[src/include/occ_consts.svh]
// Purpose: Shared constants of the oscillator control block.
// Assumes: A 40 MHz ref_clk; 12-bit register addresses.
// Notes:   Definitions only.
`ifndef OCC_CONSTS_SVH
`define OCC_CONSTS_SVH

// Register addresses on the plain register port.
`define OCC_CTL_ADDR     12'hF86
`define OCC_STAT_ADDR    12'hF87
`define OCC_MASK_ADDR    12'hF88

// Unlock values, first then second.
`define OCC_UNLOCK_FIRST  8'hE7
`define OCC_UNLOCK_SECOND 8'h18

// Control register reset value with the crystal enable bit cleared.
`define OCC_CTL_RESET    8'hA0
`define OCC_XTAL_BIT     6

// Source select codes.
`define OCC_SEL_IPO_FAST 3'h0
`define OCC_SEL_IPO_SLOW 3'h1
`define OCC_SEL_XTAL     3'h2
`define OCC_SEL_WDT      3'h3
`define OCC_SEL_EXT      3'h4
`define OCC_SEL_LAST     3'h4

// Status and mask bit positions.
`define OCC_ST_SYSFAIL   0
`define OCC_ST_WDTFAIL   1
`define OCC_ST_WIDTH     2

// Timing: clock period and failure thresholds.
`define OCC_CLK_PERIOD_NS 25
`define OCC_SYSFAIL_NS    1000000
`define OCC_WDTFAIL_CYC   8004

`endif

[src/include/occ_pkg.sv]
// Purpose: Types of the oscillator control block.
// Assumes: Nothing beyond the constants header.
// Notes:   Field order follows the control register bit order.
package occ_pkg;

  // Control register fields, bit 7 first.
  typedef struct packed {
    logic       precision_osc_enable;
    logic       crystal_osc_enable;
    logic       watchdog_osc_enable;
    logic       sysclk_fail_detect_enable;
    logic       watchdog_osc_fail_detect_enable;
    logic [2:0] sysclk_source_select;
  } occ_ctl_type;

  // Nonvolatile option bits seen by the block.
  typedef struct packed {
    logic       crystal_reset_disable_option;
    logic [1:0] crystal_drive_mode;
  } occ_option_type;

  // Progress of the unlock sequence.
  typedef enum {OCC_LOCKED, OCC_FIRST_SEEN, OCC_OPEN} occ_lock_type;

endpackage : occ_pkg

[src/hw/occ_edge_watch.sv]
// Purpose: Watches a foreign clock for edges and flags a stall.
// Assumes: raw_in is asynchronous to ref_clk.
// Notes:   The flag is sticky while enable stays high.
`timescale 1ns/10ps
`default_nettype none
`include "occ_consts.svh"
module occ_edge_watch #(
  parameter int LIMIT = `OCC_WDTFAIL_CYC
) (
  input  wire logic ref_clk,
  input  wire logic reset,
  input  wire logic enable,
  input  wire logic raw_in,
  output logic      fail
);
  import occ_pkg::*;

  localparam int CW = $clog2(LIMIT + 1);

  // A limit below two leaves no room to see an edge.
  if (LIMIT < 2) begin : g_bad_limit
    $error("occ_edge_watch: LIMIT must be at least 2");
  end

  logic [2:0]    sync_reg;   // Three-stage synchroniser.
  logic          stable_reg; // Last agreed level.
  logic [CW-1:0] count_reg;  // Cycles since the last edge.
  logic          fail_reg;   // Stall flag.
  logic          edge_seen;  // Agreed change this cycle.

  // A change counts once the second and third stages agree.
  assign edge_seen = (sync_reg[1] == sync_reg[2]) && (sync_reg[2] != stable_reg);
  assign fail      = fail_reg;

  // Synchroniser chain.
  always_ff @(posedge ref_clk) begin
    if (reset) begin
      sync_reg   <= 3'h0;
      stable_reg <= 1'b0;
    end else begin
      sync_reg <= {sync_reg[1:0], raw_in};
      if (sync_reg[1] == sync_reg[2]) begin
        stable_reg <= sync_reg[2];
      end
    end
  end

  // Counts cycles without an edge and flags the stall.
  always_ff @(posedge ref_clk) begin
    if (reset || !enable || edge_seen) begin
      count_reg <= '0;
      fail_reg  <= fail_reg && enable && !reset;
    end else if (count_reg == CW'(LIMIT - 1)) begin
      fail_reg <= 1'b1;
    end else begin
      count_reg <= count_reg + CW'(1);
    end
  end
endmodule : occ_edge_watch
`default_nettype wire

[src/hw/occ_oscillator_control.sv]
// Purpose: Lockable oscillator control register with failure handling.
// Assumes: ref_clk is the system clock; sysclk_osc_in and watchdog_osc_in
//          are the running oscillators, asynchronous to ref_clk.
// Notes:   The glitch-free clock mux sits outside; it follows the select.
//
// Our own choice: the plain strobed port.
`timescale 1ns/10ps
`default_nettype none
`include "occ_consts.svh"

// Functional notes
// - Change needs first then second unlock value.
// - Register relocks after each successful write.
// - Other write orders have no effect.
// - Bit 7 enables the precision oscillator.
// - Bit 6 enables crystal, overriding pin settings.
// - Bit 5 enables the watchdog oscillator.
// - Bit 4 enables clock failure detect, recovery.
// - Bit 3 enables watchdog oscillator failure detect.
// - Three-bit field selects system clock source.
// - Option bit sets crystal enable at reset.
// - Crystal may stop once another source selected.
// - System clock is undivided selected oscillator.
// - Crystal drive mode comes from option bits.
// - Clock failure forces watchdog clock, raises event; the code forces it only while bit 5 is set.
// - Watchdog failure after 8004 edgeless cycles.
module occ_oscillator_control #(
  parameter int SYSFAIL_CYCLES = `OCC_SYSFAIL_NS / `OCC_CLK_PERIOD_NS,
  parameter int WDTFAIL_CYCLES = `OCC_WDTFAIL_CYC
) (
  input  wire logic            ref_clk,
  input  wire logic            reset,
  input  wire logic [11:0]     reg_addr,
  input  wire logic [7:0]      reg_wdata,
  input  wire logic            reg_wr,
  input  wire logic            reg_rd,
  output logic [7:0]           reg_rdata,
  input  wire occ_pkg::occ_option_type option_bits,
  input  wire logic            sysclk_osc_in,
  input  wire logic            watchdog_osc_in,
  output logic                 precision_osc_enable,
  output logic                 crystal_osc_enable,
  output logic                 crystal_pin_override,
  output logic                 watchdog_osc_enable,
  output logic [2:0]           sysclk_source_select,
  output logic [1:0]           crystal_drive_mode,
  output logic                 sysclk_fail_event,
  output logic                 watchdog_fail_event,
  output logic                 irq
);
  import occ_pkg::*;

  // Thresholds that the counters cannot serve are refused.
  if (SYSFAIL_CYCLES < 2 || WDTFAIL_CYCLES < 2) begin : g_bad_param
    $error("occ_oscillator_control: failure counts must be at least 2");
  end

  occ_ctl_type  ctl_reg;        // Control register.
  occ_ctl_type  ctl_next;       // Value an open write would store.
  occ_lock_type lock_reg;       // Unlock sequence progress.
  logic         force_reg;      // Recovery holds the watchdog clock.
  logic         wdt_dead_reg;   // Watchdog oscillator declared failed.
  logic [2:0]   sel_out_reg;    // Effective source select.
  logic [1:0]   drive_reg;      // Crystal drive mode.
  logic         sys_ev_reg;     // Clock failure event pulse.
  logic         wdt_ev_reg;     // Watchdog failure event pulse.
  logic [`OCC_ST_WIDTH-1:0] status_reg; // Sticky event bits.
  logic [`OCC_ST_WIDTH-1:0] mask_reg;   // Interrupt mask.
  logic [7:0]   rdata_reg;      // Read data, one cycle after strobe.
  logic         irq_reg;        // Interrupt output register.
  logic         sys_fail;       // Clock stall from the monitor.
  logic         wdt_fail;       // Watchdog stall from the monitor.
  logic         sys_fail_d;     // Clock stall, one cycle old.
  logic         wdt_fail_d;     // Watchdog stall, one cycle old.
  logic         sys_mon_en;     // Clock monitor active.
  logic         wdt_mon_en;     // Watchdog monitor active.
  logic         ctl_wr;         // Write to the control address.
  logic         ctl_wr_open;    // Write that changes the register.
  logic         sys_rise;       // New clock failure.
  logic         wdt_rise;       // New watchdog failure.

  // Decoded write strobes and new failure edges.
  assign ctl_wr      = reg_wr && (reg_addr == `OCC_CTL_ADDR);
  assign ctl_wr_open = ctl_wr && (lock_reg == OCC_OPEN);
  assign sys_rise    = sys_fail && !sys_fail_d;
  assign wdt_rise    = wdt_fail && !wdt_fail_d;

  // Clock monitor runs only with detection on and no watchdog clock.
  assign sys_mon_en = ctl_reg.sysclk_fail_detect_enable && !wdt_dead_reg &&
                      !force_reg && (ctl_reg.sysclk_source_select != `OCC_SEL_WDT);
  // Watchdog monitor needs a running, unselected watchdog oscillator.
  assign wdt_mon_en = ctl_reg.watchdog_osc_fail_detect_enable &&
                      ctl_reg.watchdog_osc_enable && !force_reg &&
                      (ctl_reg.sysclk_source_select != `OCC_SEL_WDT);

  // Outputs straight from registers.
  assign precision_osc_enable = ctl_reg.precision_osc_enable;
  assign crystal_osc_enable   = ctl_reg.crystal_osc_enable;
  assign crystal_pin_override = ctl_reg.crystal_osc_enable;
  assign watchdog_osc_enable  = ctl_reg.watchdog_osc_enable;
  assign sysclk_source_select = sel_out_reg;
  assign crystal_drive_mode   = drive_reg;
  assign sysclk_fail_event    = sys_ev_reg;
  assign watchdog_fail_event  = wdt_ev_reg;
  assign reg_rdata            = rdata_reg;
  assign irq                  = irq_reg;

  // Value stored by an open write, after the select and crystal guards.
  always_comb begin
    ctl_next = occ_ctl_type'(reg_wdata);
    // Reserved codes leave the source where it is.
    if (reg_wdata[2:0] > `OCC_SEL_LAST) begin
      ctl_next.sysclk_source_select = ctl_reg.sysclk_source_select;
    end
    // The crystal stays on while it would still drive the clock.
    if (ctl_next.sysclk_source_select == `OCC_SEL_XTAL) begin
      ctl_next.crystal_osc_enable = reg_wdata[`OCC_XTAL_BIT] ||
                                    ctl_reg.crystal_osc_enable;
    end
  end

  // Unlock sequence: first value, then second, then one open write.
  always_ff @(posedge ref_clk) begin
    if (reset) begin
      lock_reg <= OCC_LOCKED;
    end else if (ctl_wr) begin
      unique case (lock_reg)
        OCC_LOCKED: begin
          // Only the first value advances.
          if (reg_wdata == `OCC_UNLOCK_FIRST) begin
            lock_reg <= OCC_FIRST_SEEN;
          end
        end
        OCC_FIRST_SEEN: begin
          // The second value opens; a repeated first keeps the step.
          if (reg_wdata == `OCC_UNLOCK_SECOND) begin
            lock_reg <= OCC_OPEN;
          end else if (reg_wdata != `OCC_UNLOCK_FIRST) begin
            lock_reg <= OCC_LOCKED;
          end
        end
        OCC_OPEN: begin
          // The write lands and the register locks again.
          lock_reg <= OCC_LOCKED;
        end
      endcase
    end
  end

  // Control register; the crystal bit follows the option at reset.
  always_ff @(posedge ref_clk) begin
    if (reset) begin
      ctl_reg <= occ_ctl_type'(`OCC_CTL_RESET);
      ctl_reg.crystal_osc_enable <= !option_bits.crystal_reset_disable_option;
    end else if (ctl_wr_open) begin
      ctl_reg <= ctl_next;
    end
  end

  // Effective select; recovery overrides the stored field.
  // The selected oscillator drives the clock as is, with no divider.
  always_ff @(posedge ref_clk) begin
    if (reset) begin
      sel_out_reg <= `OCC_SEL_IPO_FAST;
    end else if (force_reg) begin
      sel_out_reg <= `OCC_SEL_WDT;
    end else begin
      sel_out_reg <= ctl_reg.sysclk_source_select;
    end
  end

  // Drive mode follows the option bits only, in reset too, so it is never stale.
  always_ff @(posedge ref_clk) begin
    if (reset) begin
      drive_reg <= option_bits.crystal_drive_mode;
    end else begin
      drive_reg <= option_bits.crystal_drive_mode;
    end
  end

  // Recovery latch; a new open write hands the clock back to software.
  always_ff @(posedge ref_clk) begin
    if (reset) begin
      force_reg <= 1'b0;
    end else if (sys_rise && ctl_reg.watchdog_osc_enable) begin
      force_reg <= 1'b1;
    end else if (ctl_wr_open) begin
      force_reg <= 1'b0;
    end
  end

  // Watchdog failure memory, cleared with its detection enable.
  always_ff @(posedge ref_clk) begin
    if (reset || !ctl_reg.watchdog_osc_fail_detect_enable) begin
      wdt_dead_reg <= 1'b0;
    end else if (wdt_rise) begin
      wdt_dead_reg <= 1'b1;
    end
  end

  // Failure event pulses, one cycle each.
  always_ff @(posedge ref_clk) begin
    if (reset) begin
      sys_fail_d <= 1'b0;
      wdt_fail_d <= 1'b0;
      sys_ev_reg <= 1'b0;
      wdt_ev_reg <= 1'b0;
    end else begin
      sys_fail_d <= sys_fail;
      wdt_fail_d <= wdt_fail;
      sys_ev_reg <= sys_rise;
      wdt_ev_reg <= wdt_rise;
    end
  end

  // Sticky status; a new event wins over a write-one clear.
  always_ff @(posedge ref_clk) begin
    if (reset) begin
      status_reg <= '0;
    end else begin
      if (reg_wr && (reg_addr == `OCC_STAT_ADDR)) begin
        status_reg <= status_reg & ~reg_wdata[`OCC_ST_WIDTH-1:0];
      end
      if (sys_rise) begin
        status_reg[`OCC_ST_SYSFAIL] <= 1'b1;
      end
      if (wdt_rise) begin
        status_reg[`OCC_ST_WDTFAIL] <= 1'b1;
      end
    end
  end

  // Interrupt mask register.
  always_ff @(posedge ref_clk) begin
    if (reset) begin
      mask_reg <= '0;
    end else if (reg_wr && (reg_addr == `OCC_MASK_ADDR)) begin
      mask_reg <= reg_wdata[`OCC_ST_WIDTH-1:0];
    end
  end

  // Level interrupt while any unmasked status bit is set.
  always_ff @(posedge ref_clk) begin
    if (reset) begin
      irq_reg <= 1'b0;
    end else begin
      irq_reg <= |(status_reg & mask_reg);
    end
  end

  // Read data stand for the one cycle after the strobe; else zero.
  always_ff @(posedge ref_clk) begin
    if (reset || !reg_rd) begin
      rdata_reg <= 8'h00;
    end else begin
      unique case (reg_addr)
        `OCC_CTL_ADDR:  rdata_reg <= ctl_reg;
        `OCC_STAT_ADDR: rdata_reg <= {6'h00, status_reg};
        `OCC_MASK_ADDR: rdata_reg <= {6'h00, mask_reg};
        default:        rdata_reg <= 8'h00;
      endcase
    end
  end

  // Stall monitor of the selected system oscillator.
  occ_edge_watch #(
    .LIMIT   (SYSFAIL_CYCLES)
  ) u_sys_watch (
    .ref_clk (ref_clk),
    .reset   (reset),
    .enable  (sys_mon_en),
    .raw_in  (sysclk_osc_in),
    .fail    (sys_fail)
  );

  // Stall monitor of the watchdog oscillator.
  occ_edge_watch #(
    .LIMIT   (WDTFAIL_CYCLES)
  ) u_wdt_watch (
    .ref_clk (ref_clk),
    .reset   (reset),
    .enable  (wdt_mon_en),
    .raw_in  (watchdog_osc_in),
    .fail    (wdt_fail)
  );
endmodule : occ_oscillator_control
`default_nettype wire

[config.mk]
export PLATFORM = sky130hd
export DESIGN_NAME = occ_oscillator_control
export DESIGN_NICKNAME = d
export VERILOG_FILES = /design/src/include/occ_pkg.sv /design/src/hw/occ_edge_watch.sv /design/src/hw/occ_oscillator_control.sv
export VERILOG_INCLUDE_DIRS = /design/src /design/src/include
export SDC_FILE = /design/constraint.sdc
export NUM_CORES = 1
export LEC_CHECK = 0
export ABC_AREA = 1
export BUFFER_PORTS_ARGS = -buffer_cell sky130_fd_sc_hd__buf_2
export CAP_MARGIN = 20
export CELL_PAD_IN_SITES_DETAIL_PLACEMENT = 1
export CELL_PAD_IN_SITES_GLOBAL_PLACEMENT = 1
export CORE_ASPECT_RATIO = 1.25
export CORE_MARGIN = 1
export CORE_UTILIZATION = 31
export CTS_BUF_LIST = sky130_fd_sc_hd__clkbuf_4 sky130_fd_sc_hd__clkbuf_8
export CTS_CLUSTER_SIZE = 40
export DETAILED_ROUTE_END_ITERATION = 10
export PLACE_DENSITY = 0.72
export SLEW_MARGIN = 10
export SYNTH_ARGS = -nofsm -noshare
export SYNTH_HDL_FRONTEND = slang
export SYNTH_SLANG_ARGS = --single-unit
[constraint.sdc]
create_clock -name ref_clk -period 2 [get_ports ref_clk]
set_input_delay 0.3 -clock ref_clk [delete_from_list [all_inputs] [get_ports ref_clk]]
set_output_delay 0.3 -clock ref_clk [all_outputs]
set_load 0.01 [all_outputs]
==> results of run 1 <==
worst max-delay path, cell delays in order, from the launching register on:
cell and delay (ps):
sky130_fd_sc_hd__dfxtp_1 400, sky130_fd_sc_hd__ha_1 310, sky130_fd_sc_hd__nand3_2 160, sky130_fd_sc_hd__nor4_4 230
sky130_fd_sc_hd__nand2_2 170, sky130_fd_sc_hd__nand2_1 120
power groups by stage:
stage,Clock [uW],Combinational (uW),Sequential [uW]
2_1_floorplan,0,57.5,1510
3_3_place_gp,0,109,1510
3_5_place_dp,0,111,1510
4_1_cts,1340,112,1470
5_1_grt,1400,125,1470
6_report,1300,110,1470
synthesized netlist by cell type (2+ instances only):
cell	instances	share of area, %
sky130_fd_sc_hd__a21oi_1	28	4.3
sky130_fd_sc_hd__buf_2	2	0.30
sky130_fd_sc_hd__buf_4	2	0.46
sky130_fd_sc_hd__dfxtp_1	70	43
sky130_fd_sc_hd__edfxtp_1	3	2.7
sky130_fd_sc_hd__ha_1	5	1.9
sky130_fd_sc_hd__inv_1	60	6.8
sky130_fd_sc_hd__inv_2	5	0.57
sky130_fd_sc_hd__nand2_1	86	9.8
sky130_fd_sc_hd__nand2_2	7	1.3
sky130_fd_sc_hd__nand3_1	23	3.5
sky130_fd_sc_hd__nand3_2	6	1.8
sky130_fd_sc_hd__nand3_4	2	1.1
sky130_fd_sc_hd__nand4_1	8	1.5
sky130_fd_sc_hd__nor2_1	44	5.0
sky130_fd_sc_hd__nor2_2	6	1.1
sky130_fd_sc_hd__nor2_4	7	2.4
sky130_fd_sc_hd__nor3_1	13	2.0
sky130_fd_sc_hd__nor3b_1	3	0.68
sky130_fd_sc_hd__o211ai_1	2	0.46
sky130_fd_sc_hd__o21ai_0	11	1.7
sky130_fd_sc_hd__o21ai_1	7	1.1
sky130_fd_sc_hd__o21bai_1	3	0.68
sky130_fd_sc_hd__or2_2	2	0.38
sky130_fd_sc_hd__xnor2_1	4	1.1
sky130_fd_sc_hd__xor2_1	5	1.3
cell type report:
type	instances	area share [%]
Sequential cell	73	38.33
Clock buffer	10	3.376
Multi-Input combinational cell	281	38.94
Tap cell	129	4.148
Timing Repair Buffer	50	6.559
Clock inverter	6	2.379
Inverter	65	6.270
metal layers:
metal,track usage (%),vias to the layer above
li1,-,1464
met1,17.17,1339
met2,28.21,52
met3,4.457,18
met4,7.795,0
met5,0,-
metrics by stage:
step / power (uW) / util [%]
final: 2885 / 38.12
after global routing: 3004 / 38.12
after CTS: 2926 / 38.12
after detailed placement: 1619 / 35.92
after global placement: 1616 / 35.92
after floorplan: 1567 / -
final timing paths:
check	depth (start not counted)	startpoint	endpoint
worst max-delay path	5	u_sys_watch.count_reg[0]	u_sys_watch.fail
worst min-delay path	1	option_bits[0]	crystal_drive_mode[0]
worst max register to register	5	u_sys_watch.count_reg[0]	u_sys_watch.fail
worst min register to register	2	u_sys_watch.sync_reg[0]	u_sys_watch.sync_reg[1]
cells by family after synthesis:
| family | after synthesis |
|---|---|
| fa+ha+maj | 5 |
| compound gates | 55 |
| buf+inv | 71 |
| flops | 73 |
| simple gates | 212 |
| xor+xnor | 9 |
==> impl_metrics.toml, run 1 <==
[synth]
asyncSetResetFlopFracSynth_pct = 0
yosysUniqueCellTypes = 37
synth-compound-area-share_pct = 9.049
postSynthCellCount = 425
post_synth_fa_ha_maj_area_fraction_pct = 1.901
top_ff_cell_synth = "sky130_fd_sc_hd__dfxtp_1"
synth_sequential_area_ratio_pct = 45.32
synthMuxAreaShare_pct = 0
number_of_flops_mapped_to_enable_cells_by_yosys = 3
postSynthRegisterBits = 73
synth_top_family_by_area = "simple AND/OR/NAND/NOR gates"
post_synth.cell_area_avg_um2 = 7.743
postSynthNetCount = 459
area_of_the_mapped_netlist_um2 = 3291
yosys.area_share.simple_pct = 32.70
synth-xor-area-share_pct = 2.395
synth-warning-count = 0

[placed_design]
detailed_place_hpwl_mm = 6.087
port_buffers = 48
detailedPlace.worstSlack_ps = 332.8
post-place-cells = 598
place.gp.congestion = 0.7817
placed_cell_area_um2 = 3667

[pwr]
powerDensity_nw_per_um2 = 741.3
power.share.clock_pct = 45.1
p_sw_share_pct = 22.69
power.static_leakage_uw = 0.001595
switchingPower_uw = 654.6
vdd_drop_max_mv = 0.2500
power_report.internal_total_uw = 2230
pwr-share-seq_pct = 51.1
combinationalPowerShare_pct = 3.8

[sta]
clock.fmax_mhz = 596.7
final.min_clock_period_ps = 1676
skew_ps = 13.86
final.period_utilization_pct = 83.80
finalHoldViolations = 0
final-max-slew-violation-count = 0
timing.final.ws_setup_ps = 324.0
slew-limit-headroom_pct = 69.44
grt_setup_unrepaired = "no"
tns_ps = 0
holdWs_ps = 37.00
worstMarginPinSlew_ps = 454.9
finalSetupViolations = 0

[cells_and_area]
diodes = 0
nets = 514
final_cell_mix = "sky130_fd_sc_hd__nand2_1, sky130_fd_sc_hd__dfxtp_1, sky130_fd_sc_hd__inv_1"
seq_area_um2 = 1491
layout.cells.non_filler = 614
flow.area_growth_from_synthesis_pct = 18.25
largest_reg_flops = 16
multi_input_area_um2 = 1515
final_layout_size_suffix_gt1_share_pct = 21.86
fin_area_um2 = 3891
layout.cells.most_common = "sky130_fd_sc_hd__nand2_1"
num-fill-cells = 1248

[detailed_routing]
met3_wirelength_um = 319
routed.top_layer = "met4"
route.antenna.remaining_nets = 0
remaining_drc_errors = 0
wirelength_met1_mm = 3.455
drt_iter0_markers = 64
wl_per_cell_um = 12.76
drt_first_pass_iters = 4
dr_wl_met2_mm = 3.861
total_vias_in_the_final_route = 2873
totalWireLength_mm = 7.832
vias_per_cell = 4.679

[floorplan]
floorplan.initialDensity_pct = 32.23
core_region_area_um2 = 10210
die_height_um = 117.2
placementRows = 41
die_width_um = 94.15
die_area_um2 = 11030
top_level_ports = 49

[clock_tree]
clock_path_buffers = 2
numCtsBuffers = 9
clock_network_latency_to_the_later_pin_of_the_worst_skew_pair_ps = 360
post_cts_buffers = 0
clk_transition_reported_paths_ps = 80
ctsResizeCount = 0
cts_htree_levels = 3
total_clock_sinks = 73
cts.hold.buffers_added = 0
tritoncts = "yes"
root_buffer_cell = "sky130_fd_sc_hd__clkbuf_8"

[flow_run]
max_cap_violations = 0

[worst_setup_path]
critPathRequiredTime_ps = 2070
setup.reg_to_reg.worst_slack_ps = 320
kind_of_critical_path = "flip-flop to flip-flop"
crit_path_start_kind = "flip-flop"
timing.critical_path.to_type = "flip-flop"
worstPathMaxFanout = 7
timing.critical_path.arrival_ps = 1750

[outcome]
status = "completed"

[grt]
grt_antenna_before_repair = 0
globalRoute.totalOverflow = 0
first_global_vias = 2960
grt_start_max_net_pins = 18
grt_pass1_wl_mm = 13.18
grt_util_all_layers_pct = 15.85

[worst_hold_path]
hold_path_class = "primary input to flip-flop"
No activity file was read; power rests on OpenSTA's default activity.
==> inputs of run 2 (changes only) <==
==> constraint.sdc (replaced) <==
create_clock -name ref_clk -period 1.6 [get_ports ref_clk]
set_input_delay 0.24 -clock ref_clk [delete_from_list [all_inputs] [get_ports ref_clk]]
set_output_delay 0.24 -clock ref_clk [all_outputs]
set_load 0.01 [all_outputs]
==> run 2 against run 1 <==
Against the previous run: core utilization up 1.3 points; combinational power up 35%; critical path depth unchanged; global-route usage up 0.79 points; power up 32%; clock-buffer cell count up 1; die area unchanged; final area up 3.5%; via count up 2.1%; critical endpoint unchanged.
==> impl_metrics.toml, run 2 (synthesized netlist as in run 1, its figures left out) <==
[sta]
worstMarginPinSlew_ps = 434.9
finalHoldViolations = 0
slew-limit-headroom_pct = 70.78
clock.fmax_mhz = 642.6
tns_ps = 0
skew_ps = 9.993
final.period_utilization_pct = 97.26
finalSetupViolations = 0
final.min_clock_period_ps = 1556
final-max-slew-violation-count = 0

[pwr]
powerDensity_nw_per_um2 = 941.9
vdd_drop_max_mv = 0.3945
power.static_leakage_uw = 0.001675

[grt]
grt_antenna_before_repair = 0
grt_start_max_net_pins = 13
grt_pass1_wl_mm = 14.02
grt_util_all_layers_pct = 16.64
first_global_vias = 3121
globalRoute.totalOverflow = 0
use_met2_pct = 30.97
met3_usage_in_global_routing_pct = 3.101
global_route.usage.met1_pct = 17.89
top_usage_layer = "met2"

[floorplan]
placementRows = 41
die_area_um2 = 11030
top_level_ports = 49
die_width_um = 94.15
die_height_um = 117.2
core_region_area_um2 = 10210
floorplan.initialDensity_pct = 32.23

[worst_setup_path]
kind_of_critical_path = "flip-flop to flip-flop"
timing.critical_path.slowest_cell_delay_ps = 400
worstPathMaxFanout = 6
critPathRequiredTime_ps = 1670
crit_buf_inv = 0
crit_path_start_kind = "flip-flop"
chain_of_cells_forming_the_critical_path = "ha_1 -> nand3_2 -> nor4_4 -> nand2_2 -> nand2_1"
worst_path_cell_with_the_longest_stage_delay = "sky130_fd_sc_hd__dfxtp_1"
timing.critical_path.arrival_ps = 1630
timing.critical_path.to_type = "flip-flop"
top_cell_family_by_delay_on_the_critical_path = "simple AND/OR/NAND/NOR gates"

[outcome]
status = "completed"

[detailed_routing]
remaining_drc_errors = 0
route.antenna.remaining_nets = 0
vias_per_cell = 4.672
wl_per_cell_um = 13.38
total_vias_in_the_final_route = 2934
totalWireLength_mm = 8.400
drt_iter0_markers = 68
drt_first_pass_iters = 4

[placed_design]
detailed_place_hpwl_mm = 6.537
port_buffers = 48
place.gp.congestion = 0.7962

[clock_tree]
cts_htree_levels = 3
total_clock_sinks = 73
root_buffer_cell = "sky130_fd_sc_hd__clkbuf_8"
tritoncts = "yes"
clock_network_latency_to_the_later_pin_of_the_worst_skew_pair_ps = 360
clk_transition_reported_paths_ps = 80
numCtsBuffers = 9
clock_path_buffers = 2

[flow_run]
max_cap_violations = 0

[cells_and_area]
final_cell_mix = "sky130_fd_sc_hd__nand2_1, sky130_fd_sc_hd__dfxtp_1, sky130_fd_sc_hd__inv_1"
final_layout_size_suffix_gt1_share_pct = 24.05
layout.cells.most_common = "sky130_fd_sc_hd__nand2_1"
layout.core_utilization_pct = 39.47
num-fill-cells = 1286
diodes = 0
largest_reg_flops = 16
flow.area_growth_from_synthesis_pct = 22.43
nets = 528

[worst_hold_path]
hold_path_class = "primary input to flip-flop"
run 2: changes by cell type in the layout (fill, tap and decap cells not counted), sizes merged:
cell,change
buf,+12
clkinvlp,-1
clkbuf,+1
bufinv,+1
dlygate4sd3,+2
clkinv,-1
run 2: report_power, final:
part / switching (uW) / internal (uW)
sequential: 4.73 / 1840
combinational: 90.1 / 58.3
clock: 711 / 1090
total: 806 / 2990
run 2: cell type report:
class                           count  area [um2]  share of cell area [%]
Multi-Input combinational cell    281        1518                   37.67
Clock buffer                       11       145.1                   3.602
Inverter                           65       244.0                   6.056
Sequential cell                    73        1493                   37.05
Clock inverter                      5       102.6                   2.547
Tap cell                          129       161.4                   4.006
Timing Repair Buffer               64       365.4                   9.068
run 2: stage by stage:
step                      power, uW  std cells  hold WS (ps)  setup slack (ps)  area [um2]
after floorplan                1958        425         267.7             129.2        3291
after global placement         2024        607         341.7             167.7        3735
after detailed placement       2030        607         344.4             44.33        3735
after CTS                      3847        625         60.34             28.55        4003
after global routing           3930        628         74.71            -7.359        4029
final                          3795        628         77.91             43.85        4029
run 2: final timing paths:
check | startpoint | to | slack, ps | cells past startpoint
max | u_sys_watch.count_reg[0] | u_sys_watch.fail | 40 | 5
min | watchdog_osc_in | u_wdt_watch.sync_reg[0] | 80 | 3
max reg2reg | u_sys_watch.count_reg[0] | u_sys_watch.fail | 40 | 5
min reg2reg | u_sys_watch.sync_reg[0] | u_sys_watch.sync_reg[1] | 410 | 2
run 2: metal layers:
metal / vias to the layer above / part of all wire (%)
met4: 0 / 2.2
li1: 1494 / -
met5: - / 0
met2: 47 / 52
met3: 15 / 2.9
met1: 1378 / 43
run 2: worst min-delay path, stage by stage:
cell and delay [ps]:
sky130_fd_sc_hd__buf_2 100, sky130_fd_sc_hd__inv_1 40, sky130_fd_sc_hd__nor2_1 30
run 2: repair_timing:
item | 4_1_cts | 5_1_grt
buffers inserted | 0 | 3
gates resized for setup | 0 | 2
endpoints found under the hold margin | 2 | 0
setup endpoints to repair | 0 | 4
hold buffers | 2 | 0
==> inputs of run 3 (changes only) <==
--- a/config.mk
+++ b/config.mk
@@ -11,8 +11,8 @@
 export CAP_MARGIN = 20
 export CELL_PAD_IN_SITES_DETAIL_PLACEMENT = 1
 export CELL_PAD_IN_SITES_GLOBAL_PLACEMENT = 1
-export CORE_ASPECT_RATIO = 1.25
-export CORE_MARGIN = 1
+export CORE_ASPECT_RATIO = 0.6
+export CORE_MARGIN = 5
 export CORE_UTILIZATION = 31
 export CTS_BUF_LIST = sky130_fd_sc_hd__clkbuf_4 sky130_fd_sc_hd__clkbuf_8
 export CTS_CLUSTER_SIZE = 40
==> run 3 against run 2 <==
Against the previous run: clock power down 28%; via count decreased by 0.85%; clock skew is 0.64 ps higher; critical endpoint unchanged; highest routed layer unchanged; core utilization decreased by 1.8 points.
==> impl_metrics.toml, run 3 (synthesized netlist as in run 1, its figures left out) <==
[cells_and_area]
largest_reg_flops = 16
layout.cells.non_filler = 636
final_layout_size_suffix_gt1_share_pct = 23.74
layout.cells.most_common = "sky130_fd_sc_hd__nand2_1"
flow.area_growth_from_synthesis_pct = 20.08
nets = 526
layout.core_utilization_pct = 37.68
final_cell_mix = "sky130_fd_sc_hd__nand2_1, sky130_fd_sc_hd__dfxtp_1, sky130_fd_sc_hd__inv_1"
diodes = 0

[sta]
clock.fmax_mhz = 672.4
worstMarginPinSlew_ps = 340.4
final.min_clock_period_ps = 1487
grt_setup_unrepaired = "no"
final.period_utilization_pct = 92.95
finalHoldViolations = 0
finalSetupViolations = 0
tns_ps = 0
skew_ps = 10.63
slew-limit-headroom_pct = 77.13
final-max-slew-violation-count = 0

[clock_tree]
root_buffer_cell = "sky130_fd_sc_hd__clkbuf_8"
clk_transition_reported_paths_ps = 80
clock_path_buffers = 2
numCtsBuffers = 9
clock_network_latency_to_the_later_pin_of_the_worst_skew_pair_ps = 340
tritoncts = "yes"
cts_htree_levels = 3
total_clock_sinks = 73

[detailed_routing]
vias_per_cell = 4.574
drt_iter0_markers = 117
drt_first_pass_iters = 4
route.antenna.remaining_nets = 0
remaining_drc_errors = 0
totalWireLength_mm = 8.605
total_vias_in_the_final_route = 2909
wl_per_cell_um = 13.53

[pwr]
power.static_leakage_uw = 0.001641
powerDensity_nw_per_um2 = 829.7
vdd_drop_max_mv = 0.3283

[floorplan]
floorplan.initialDensity_pct = 31.38
die_height_um = 89.81
die_area_um2 = 12840
core_region_area_um2 = 10490
placementRows = 29
top_level_ports = 49
die_width_um = 143.0

[worst_setup_path]
setup.reg_to_reg.worst_slack_ps = 110
timing.critical_path.to_type = "flip-flop"
kind_of_critical_path = "flip-flop to flip-flop"
crit_path_start_kind = "flip-flop"
timing.critical_path.arrival_ps = 1540
start_of_the_worst_register_to_register_path = "u_sys_watch.count_reg[0]"
r2r.worst_path.cells = 5
worstPathMaxFanout = 4
critPathRequiredTime_ps = 1650
critical_register_to_register_path_endpoint = "u_sys_watch.fail"

[placed_design]
detailed_place_hpwl_mm = 6.854
place.gp.congestion = 0.7972
post-place-cells = 618
port_buffers = 48

[flow_run]
max_cap_violations = 0

[grt]
grt_pass1_wl_mm = 14.60
globalRoute.totalOverflow = 0
grt_util_all_layers_pct = 14.11
grt_antenna_before_repair = 0
first_global_vias = 2997
grt_start_max_net_pins = 13

[worst_hold_path]
hold_path_class = "primary input to flip-flop"
worst_hold_path.num_cells = 3
holdCritStartpoint = "watchdog_osc_in"
capture_endpoint_of_the_worst_hold_path = "u_wdt_watch.sync_reg[0]"

[outcome]
status = "completed"
run 3: changes by cell type in the layout (fill, tap and decap cells not counted):
| cell | previous run | this run |
|---|---|---|
| sky130_fd_sc_hd__clkbuf_4 | 1 | 2 |
| sky130_fd_sc_hd__buf_4 | 14 | 12 |
| sky130_fd_sc_hd__bufinv_16 | 3 | 0 |
| sky130_fd_sc_hd__clkinvlp_4 | 1 | 0 |
| sky130_fd_sc_hd__clkinv_2 | 1 | 4 |
run 3: layout make-up:
class                           count  area, um2
Clock buffer                       12      152.6
Fill cell                        1317       6535
Sequential cell                    73       1493
Tap cell                          139      173.9
Timing Repair Buffer               62      350.3
Clock inverter                      4      20.02
Multi-Input combinational cell    281       1518
Inverter                           65      244.0
run 3: worst max path at each step:
stage | startpoint | to | slack, ps | cells past startpoint
after CTS | u_wdt_watch.count_reg[0] | u_wdt_watch.count_reg[10] | 90 | 8
final | u_sys_watch.count_reg[0] | u_sys_watch.fail | 110 | 5
after floorplan | u_sys_watch.count_reg[0] | u_sys_watch.fail | 130 | 5
after global placement | reg_addr[0] | crystal_osc_enable | 120 | 10
after detailed placement | u_wdt_watch.count_reg[0] | u_wdt_watch.count_reg[10] | 100 | 8
after global routing | u_sys_watch.count_reg[0] | u_sys_watch.count_reg[4] | 8 | 6
run 3: where the power goes:
part / switching, uW / internal (uW) / total (uW)
logic: 90.4 / 58.4 / 149
registers: 5.11 / 1840 / 1840
clock network: 657 / 630 / 1290
run 3: critical path: stages (launching register included):
cell	delay, ps
sky130_fd_sc_hd__dfxtp_1	400
sky130_fd_sc_hd__ha_1	210
sky130_fd_sc_hd__nand3_2	140
sky130_fd_sc_hd__nor4_4	230
sky130_fd_sc_hd__nand2_2	100
sky130_fd_sc_hd__nand2_1	110
run 3: through the flow:
stage                     total power, uW  setup WS (ps)  area, um2  hold slack, ps
after floorplan                      1958          129.2       3291           267.7
after global placement               2024          124.9       3755           344.4
after detailed placement             2031          96.61       3755           345.1
after CTS                            3329          86.27       3948           84.74
after global routing                 3440          7.772       3951           93.14
final                                3279          112.8       3951           99.67
run 3: repair_timing:
| action | CTS | global route |
|---|---|---|
| hold endpoints to repair | 2 | 0 |
| buffers inserted | 0 | 0 |
| setup endpoints to repair | 0 | 2 |
| resized for setup | 0 | 2 |
| hold buffers | 2 | 0 |
run 3: layer usage:
layer	up-vias	global-route usage, %	routed length, um
met5	-	0	0
met4	0	3.797	116
met3	11	4.348	426
met2	55	21.64	3779
met1	1363	19.20	4282
li1	1480	-	-
